`config.mk`:
```
export PLATFORM = sky130hd
export DESIGN_NAME = pdh_port_handshake
export DESIGN_NICKNAME = d
export VERILOG_FILES = /design/src/include/pdh_pkg.sv /design/src/hw/pdh_port_handshake.sv
export SDC_FILE = /design/constraint.sdc
export NUM_CORES = 1
export LEC_CHECK = 0
export ABC_AREA = 1
export BUFFER_PORTS_ARGS = -buffer_cell sky130_fd_sc_hd__buf_4
export CAP_MARGIN = 15
export CORE_UTILIZATION = 33
export DETAILED_ROUTE_END_ITERATION = 12
export GPL_TIMING_DRIVEN = 0
export PLACE_DENSITY_LB_ADDON = 0.08
export SYNTH_ARGS = -nofsm -noshare
export SYNTH_HDL_FRONTEND = slang
export SYNTH_SLANG_ARGS = --single-unit
```
`constraint.sdc`:
```
create_clock -name i_clk -period 1.7 [get_ports i_clk]
set_clock_uncertainty 0.1 [all_clocks]
set_input_delay 0.17 -clock i_clk [delete_from_list [all_inputs] [get_ports i_clk]]
set_output_delay 0.17 -clock i_clk [all_outputs]
set_load 0.1 [all_outputs]
```
`src/include/pdh_pkg.sv`:
```
// Register map, field positions and reset values of the port direction and handshake status block
package pdh_pkg;
	localparam logic [3:0] ADDR_DATA_FIRST_A   = 4'h0;
	localparam logic [3:0] ADDR_DATA_SECOND_A  = 4'h1;
	localparam logic [3:0] ADDR_DIR_A          = 4'h6;
	localparam logic [3:0] ADDR_DIR_B          = 4'h7;
	localparam logic [3:0] ADDR_DIR_C          = 4'h8;
	localparam logic [3:0] ADDR_FUNC_SEL       = 4'hb;
	localparam logic [3:0] ADDR_DATA_FIRST_B   = 4'hc;
	localparam logic [3:0] ADDR_DATA_SECOND_B  = 4'hd;
	localparam logic [3:0] ADDR_EVENT_STATUS   = 4'he;
	localparam logic [3:0] ADDR_WARNING        = 4'hf;

	// Event, warning and line index order
	localparam int IDX_FIRST_A  = 0;
	localparam int IDX_FIRST_B  = 1;
	localparam int IDX_SECOND_A = 2;
	localparam int IDX_SECOND_B = 3;

	// Function select field positions
	localparam int SEL_FIRST_A_BIT  = 4;
	localparam int SEL_SECOND_A_BIT = 5;
	localparam int SEL_FIRST_B_BIT  = 6;
	localparam int SEL_SECOND_B_BIT = 7;

	// Port C pins carrying handshake lines
	localparam int PIN_FIRST_A  = 4;
	localparam int PIN_SECOND_A = 5;
	localparam int PIN_FIRST_B  = 6;
	localparam int PIN_SECOND_B = 7;

	// Interrupt enables inside each port's control register
	localparam int CTRL_IRQ_EN_FIRST  = 0;
	localparam int CTRL_IRQ_EN_SECOND = 3;

	localparam int SUMMARY_IRQ_BIT = 7;

	localparam logic [7:0] DIR_RESET      = 8'h00;
	localparam logic [7:0] FUNC_SEL_RESET = 8'h00;
	localparam logic [3:0] FLAGS_RESET    = 4'h0;
endpackage

```
`src/hw/pdh_port_handshake.sv`:
```
// Direction, pin function select, handshake status and warning registers on the multiplexed bus
`timescale 1ns/1ps
module pdh_port_handshake (
	input  wire logic       i_clk,
	input  wire logic       i_reset_n,
	input  wire logic       i_ce,
	input  wire logic       i_as,
	input  wire logic       i_ds,
	input  wire logic       i_rw,
	input  wire logic [7:0] i_ad_in,
	output logic      [7:0] o_ad_out,
	output logic            o_ad_oe,
	input  wire logic [7:0] i_port_a_handshake_control,
	input  wire logic [7:0] i_port_b_handshake_control,
	input  wire logic [3:0] i_hs_edge,
	input  wire logic [3:0] i_hs_irq_mode,
	output logic      [7:0] o_port_a_dir,
	output logic      [7:0] o_port_b_dir,
	output logic      [7:0] o_port_c_dir,
	output logic      [3:0] o_hs_line_sel,
	output logic      [3:0] o_data_access,
	output logic            o_irq_n
);
	logic [3:0] addr_r;
	logic       ds_r;
	logic [7:0] port_a_direction_r;
	logic [7:0] port_b_direction_r;
	logic [7:0] port_c_direction_r;
	logic [7:0] port_c_function_select_r;
	logic [3:0] event_flags_r;
	logic [3:0] warn_flags_r;
	logic [3:0] warn_buf_r;
	logic       access;
	logic       rd;
	logic       wr;
	logic [3:0] data_hit;
	logic [3:0] line_sel;
	logic [3:0] line_in;
	logic [3:0] attempt;
	logic [3:0] irq_en;
	logic       summary_interrupt_flag;
	logic [7:0] rd_data;
	logic [7:0] port_c_dir_nxt;

	// Maps a register address onto the handshake line its data register serves
	function automatic logic [3:0] data_decode(input logic [3:0] a);
		logic [3:0] h;
		h = 4'h0;
		if (a == pdh_pkg::ADDR_DATA_FIRST_A) begin
			h[pdh_pkg::IDX_FIRST_A] = 1'b1;
		end else if (a == pdh_pkg::ADDR_DATA_SECOND_A) begin
			h[pdh_pkg::IDX_SECOND_A] = 1'b1;
		end else if (a == pdh_pkg::ADDR_DATA_FIRST_B) begin
			h[pdh_pkg::IDX_FIRST_B] = 1'b1;
		end else if (a == pdh_pkg::ADDR_DATA_SECOND_B) begin
			h[pdh_pkg::IDX_SECOND_B] = 1'b1;
		end
		return h;
	endfunction

	// Address phase: low nibble of the bus taken while the strobe is high
	always_ff @(posedge i_clk) begin
		if (!i_reset_n) begin
			addr_r <= 4'h0;
		end else if (i_as) begin
			addr_r <= i_ad_in[3:0];
		end
	end

	always_ff @(posedge i_clk) begin
		if (!i_reset_n) begin
			ds_r <= 1'b0;
		end else begin
			ds_r <= i_ds;
		end
	end

	// One action per data strobe, on its rising edge
	assign access   = i_ce && i_ds && !ds_r;
	assign rd       = access && i_rw;
	assign wr       = access && !i_rw;
	assign data_hit = access ? data_decode(addr_r) : 4'h0;

	// Data accesses go out as pulses whatever the direction bits say
	always_ff @(posedge i_clk) begin
		if (!i_reset_n) begin
			o_data_access <= 4'h0;
		end else begin
			o_data_access <= data_hit;
		end
	end

	always_ff @(posedge i_clk) begin
		if (!i_reset_n) begin
			port_a_direction_r <= pdh_pkg::DIR_RESET;
			port_b_direction_r <= pdh_pkg::DIR_RESET;
			port_c_direction_r <= pdh_pkg::DIR_RESET;
		end else if (wr) begin
			if (addr_r == pdh_pkg::ADDR_DIR_A) begin
				port_a_direction_r <= i_ad_in;
			end else if (addr_r == pdh_pkg::ADDR_DIR_B) begin
				port_b_direction_r <= i_ad_in;
			end else if (addr_r == pdh_pkg::ADDR_DIR_C) begin
				port_c_direction_r <= i_ad_in;
			end
		end
	end

	// Only the upper nibble is stored so unused bits cannot read back
	always_ff @(posedge i_clk) begin
		if (!i_reset_n) begin
			port_c_function_select_r <= pdh_pkg::FUNC_SEL_RESET;
		end else if (wr && addr_r == pdh_pkg::ADDR_FUNC_SEL) begin
			port_c_function_select_r <= {i_ad_in[7:4], 4'h0};
		end
	end

	assign line_sel[pdh_pkg::IDX_FIRST_A]  = port_c_function_select_r[pdh_pkg::SEL_FIRST_A_BIT];
	assign line_sel[pdh_pkg::IDX_FIRST_B]  = port_c_function_select_r[pdh_pkg::SEL_FIRST_B_BIT];
	assign line_sel[pdh_pkg::IDX_SECOND_A] = port_c_function_select_r[pdh_pkg::SEL_SECOND_A_BIT];
	assign line_sel[pdh_pkg::IDX_SECOND_B] = port_c_function_select_r[pdh_pkg::SEL_SECOND_B_BIT];

	// First lines are inputs by nature; second lines only listen while port C calls them inputs
	assign line_in[pdh_pkg::IDX_FIRST_A]  = 1'b1;
	assign line_in[pdh_pkg::IDX_FIRST_B]  = 1'b1;
	assign line_in[pdh_pkg::IDX_SECOND_A] = !port_c_direction_r[pdh_pkg::PIN_SECOND_A];
	assign line_in[pdh_pkg::IDX_SECOND_B] = !port_c_direction_r[pdh_pkg::PIN_SECOND_B];

	assign attempt = i_hs_edge & line_sel & line_in;

	// Selected first handshake pins are forced to input, all else follows port C direction
	always_comb begin
		port_c_dir_nxt = port_c_direction_r;
		if (line_sel[pdh_pkg::IDX_FIRST_A]) begin
			port_c_dir_nxt[pdh_pkg::PIN_FIRST_A] = 1'b0;
		end
		if (line_sel[pdh_pkg::IDX_FIRST_B]) begin
			port_c_dir_nxt[pdh_pkg::PIN_FIRST_B] = 1'b0;
		end
	end

	// Pin controls trail the registers by one cycle to keep outputs on flip-flops
	always_ff @(posedge i_clk) begin
		if (!i_reset_n) begin
			o_port_a_dir  <= pdh_pkg::DIR_RESET;
			o_port_b_dir  <= pdh_pkg::DIR_RESET;
			o_port_c_dir  <= pdh_pkg::DIR_RESET;
			o_hs_line_sel <= 4'h0;
		end else begin
			o_port_a_dir  <= port_a_direction_r;
			o_port_b_dir  <= port_b_direction_r;
			o_port_c_dir  <= port_c_dir_nxt;
			o_hs_line_sel <= line_sel;
		end
	end

	// Set beats clear so an edge landing on the servicing access is kept
	always_ff @(posedge i_clk) begin
		if (!i_reset_n) begin
			event_flags_r <= pdh_pkg::FLAGS_RESET;
		end else begin
			event_flags_r <= (event_flags_r & ~data_hit) | attempt;
		end
	end

	always_ff @(posedge i_clk) begin
		if (!i_reset_n) begin
			warn_flags_r <= pdh_pkg::FLAGS_RESET;
		end else if (rd && addr_r == pdh_pkg::ADDR_WARNING) begin
			warn_flags_r <= (warn_flags_r & ~warn_buf_r) | (attempt & event_flags_r);
		end else begin
			warn_flags_r <= warn_flags_r | (attempt & event_flags_r);
		end
	end

	// Buffer arms a clear only for a warning that was standing at the data read
	always_ff @(posedge i_clk) begin
		if (!i_reset_n) begin
			warn_buf_r <= 4'h0;
		end else if (rd && addr_r == pdh_pkg::ADDR_WARNING) begin
			warn_buf_r <= 4'h0;
		end else if (rd && data_hit != 4'h0) begin
			warn_buf_r <= data_hit & warn_flags_r;
		end
	end

	assign irq_en[pdh_pkg::IDX_FIRST_A]  = i_port_a_handshake_control[pdh_pkg::CTRL_IRQ_EN_FIRST];
	assign irq_en[pdh_pkg::IDX_FIRST_B]  = i_port_b_handshake_control[pdh_pkg::CTRL_IRQ_EN_FIRST];
	assign irq_en[pdh_pkg::IDX_SECOND_A] = i_port_a_handshake_control[pdh_pkg::CTRL_IRQ_EN_SECOND];
	assign irq_en[pdh_pkg::IDX_SECOND_B] = i_port_b_handshake_control[pdh_pkg::CTRL_IRQ_EN_SECOND];

	assign summary_interrupt_flag = |(event_flags_r & irq_en & i_hs_irq_mode);

	always_ff @(posedge i_clk) begin
		if (!i_reset_n) begin
			o_irq_n <= 1'b1;
		end else begin
			o_irq_n <= !summary_interrupt_flag;
		end
	end

	// Own registers only; neighbours answer the rest of the map
	function automatic logic is_own(input logic [3:0] a);
		return a == pdh_pkg::ADDR_DIR_A || a == pdh_pkg::ADDR_DIR_B || a == pdh_pkg::ADDR_DIR_C ||
			a == pdh_pkg::ADDR_FUNC_SEL || a == pdh_pkg::ADDR_EVENT_STATUS || a == pdh_pkg::ADDR_WARNING;
	endfunction

	// Read mux; data and control registers belong to neighbours, so no drive there
	always_comb begin
		rd_data = 8'h00;
		if (addr_r == pdh_pkg::ADDR_DIR_A) begin
			rd_data = port_a_direction_r;
		end else if (addr_r == pdh_pkg::ADDR_DIR_B) begin
			rd_data = port_b_direction_r;
		end else if (addr_r == pdh_pkg::ADDR_DIR_C) begin
			rd_data = port_c_direction_r;
		end else if (addr_r == pdh_pkg::ADDR_FUNC_SEL) begin
			rd_data = port_c_function_select_r;
		end else if (addr_r == pdh_pkg::ADDR_EVENT_STATUS) begin
			rd_data = {summary_interrupt_flag, 3'h0, event_flags_r};
		end else if (addr_r == pdh_pkg::ADDR_WARNING) begin
			rd_data = {4'h0, warn_flags_r};
		end
	end

	// Status and warning ignore writes: no write path exists for them
	always_ff @(posedge i_clk) begin
		if (!i_reset_n) begin
			o_ad_out <= 8'h00;
			o_ad_oe  <= 1'b0;
		end else begin
			if (rd) begin
				o_ad_out <= rd_data;
			end
			o_ad_oe <= i_ce && i_ds && i_rw && (ds_r ? o_ad_oe : (rd_data != 8'h00 || is_own(addr_r)));
		end
	end
endmodule

```
==> impl_results.md <==
* Status: finished, final reports clean
* First-pass GRT wire length at 13540 microns
* Worst EP required at 1.90 ns
* Clock latency on the worst-skew pair at 0.35 ns
* Total of fill cells in the finished design at 1046
* Post-synthesis sequential area ratio at 53.05%
* Core area at 9729 sq um
* Post-DP HPWL at 6463 microns
* WHS Endpoint: port_a_direction_r[7]
* Vias after detailed routing at 2944
* Critical Path End Type: register
* Most frequent cells in the layout: 84 x dfxtp_1, 79 x nand2_1, 75 x buf_4
* Reg2reg setup slack at 0.12 ns
* Ant diodes at 0
* Initial antenna violation count at 0
* NumNets Final at 560
* Initial DRC count at 109
* Antenna Violating Nets Remaining at 0
* IO Pins at 80
* Chip height at 101.7 microns
* Starting Density at 33.74%
* CTS tree: built
* Yosys top cell by area: dfxtp_1
* Share of layout cells above drive strength 1 at 21.82%
* DR pass1 iterations at 5
* Min-delay worst type: in -> reg
* Final Non-Filler Cells at 660
* Vias in the first global route at 2718
* Drt wl/cell at 13.19 microns
* Worst flop-to-flop path endpoint: o_ad_out[4]
* Max_cap viols at 0
* Commonest non-fill, non-tap cell in the layout: dfxtp_1
* Worst setup SP type: register
* Drt drc at 0
* Die area at 10350 sq um
* Overall power at 4.013 mW
* Crit Path Category: reg -> reg
* CP max FO at 7
* All-Layer GR Usage at 17.88%
* Max-slew violations at 0
* Mapped Nets at 469
* Hold depth at 3
* Worst setup startpoint: addr_r[0]
* Post-synthesis register bit count at 87
* Dpl ws at -0.2347 ns
* Synth top area cells: dfxtp_1 53%, nand2_1 9.3%, o21ai_0 7.6%
* Die X at 101.7 microns
* Final WS setup at 0.1181 ns
* Worst-Margin Slew at 0.5572 ns
* Clk buf depth at 2
* Synth Cell Area at 3283 sq um
* F_max at 632.2 MHz
* Min Tclk post-route at 1.582 ns
* Detail-routed via count per cell at 4.461
* Worst Path Arrival at 1.78 ns
* Post-synth top area share at 53.05%
* Ys flop type: dfxtp_1
* Post-synth EDFFs at 0
* Routed WL at 8704 microns
* Final GP Congestion at 0.8061
* Area Overhead vs Synth at 31.71%
* Reg-to-reg startpoint: addr_r[0]
* Clock Sinks at 87
* Warnings, synthesis at 0
* CTS Buf Count at 9
* Mapped Cells at 431
* CTS Root Cell: clkbuf_8
* FFs w/ async S/R, synth at 0%
* Peak VDD IR at 333.1 uV
* Clock transition at path regs at 0.08 ns
* Rows at 36
* Dpl cells at 630
* Relative slew slack at 62.86%
* Grt ovf at 0
* Final period utilization at 93.05%
* Static leakage at 2.018 nW
* Port Buffers at 66
* Worst Hold Launch: i_ad_in[7]
* Seq. cell area at 1745 sq um
* H-tree Lvls at 3
* Count of cell types in the netlist at 25
* Final hold violations at 0
* Multi-input logic area at 1252 sq um
* RSZ-0062 raised after global routing: no
* R2R depth at 9
* Endpoints failing setup at 0
* Synth Area per Inst at 7.618 sq um
* PD cells at 928.0 nW/um^2
* Pin count of the biggest net entering global routing at 15
[routing by layer]
metal  part of all wire (%)  global-route usage, %  routed length (microns)
met3                    4.5                  3.382                      396
met5                      0                      0                        0
met4                    1.9                  7.581                      163
met2                     44                  27.60                     3862
met1                     49                  24.36                     4282
[kinds of logic (layout without fill, tap and decap cells)]
kind of cell,Yosys count,in the layout,share of synthesized area [%]
simple gates,181,181,23.82
buf+inv,77,173,9.260
compound gates,86,86,13.87
flops,87,87,53.05
[timing repair]
action,in CTS,in global routing
gates resized for setup,4,7
setup endpoints to repair,18,24
hold buffers,6,0
hold endpoints to repair,8,0
setup buffers,2,6
pin swaps,1,2
[cell usage after synthesis, drive strengths merged, types with 2 or more instances]
cell    instances
a21oi          25
clkinv          2
nor2           68
inv            63
o21a            6
nand3          17
nand4           5
buf             4
o21ai          50
a31oi           3
clkbuf          8
nand2          84
nor3            7
dfxtp          87
[power breakdown]
group,switching (mW),total (mW),internal [mW]
registers,0.0190,2.08,2.06
logic,0.230,0.343,0.113
clock network,0.727,1.59,0.863
[worst max-delay path by stage]
| stage | end | cells past startpoint |
|---|---|---|
| floorplan | o_ad_out[6] | 3 |
| global placement | o_irq_n | 4 |
| detailed placement | o_irq_n | 4 |
| CTS | port_c_direction_r[5] | 8 |
| global route | o_ad_out[0] | 7 |
| finish | o_ad_out[4] | 9 |
[worst max-delay path: stages (launching register included)]
cell	delay (ns)
dfxtp_1	0.33
buf_6	0.13
nand2_2	0.12
nor3_4	0.29
nand2_1	0.07
o21ai_0	0.15
a21oi_1	0.08
nand3_1	0.15
nand2_1	0.06
inv_1	0.05
[registers in the layout (all words and copies together) (netlist names), 4 cells and up]
signal                    flops
o_port_a_dir                  8
warn_flags_r                  4
port_a_direction_r            8
o_data_access                 4
o_hs_line_sel                 4
port_c_direction_r            8
o_port_c_dir                  8
o_ad_out                      8
o_port_b_dir                  8
port_c_function_select_r      4
warn_buf_r                    4
event_flags_r                 4
addr_r                        4
port_b_direction_r            8
[area by class of cell]
class,instances,share of cell area (%)
Sequential cell,87,40.36
Multi-Input combinational cell,267,28.96
Timing Repair Buffer,80,14.53
Inverter,65,5.758
Tap cell,133,3.848
Clock buffer,10,3.183
Clock inverter,6,1.939
Buffer,12,1.418
[stage by stage]
stage | setup TNS, ns | hold WS [ns] | utilization, % | cell area, sq um
after floorplan | 0 | 0.1813 | - | 3283
after global placement | -0.8198 | 0.2847 | 40.55 | 3945
after detailed placement | -1.208 | 0.2843 | 40.55 | 3945
after CTS | 0 | 0.0002465 | 43.79 | 4260
after global routing | 0 | 0.001847 | 44.44 | 4324
final | 0 | 0.008850 | 44.44 | 4324
(Power assumes the default switching activity.)
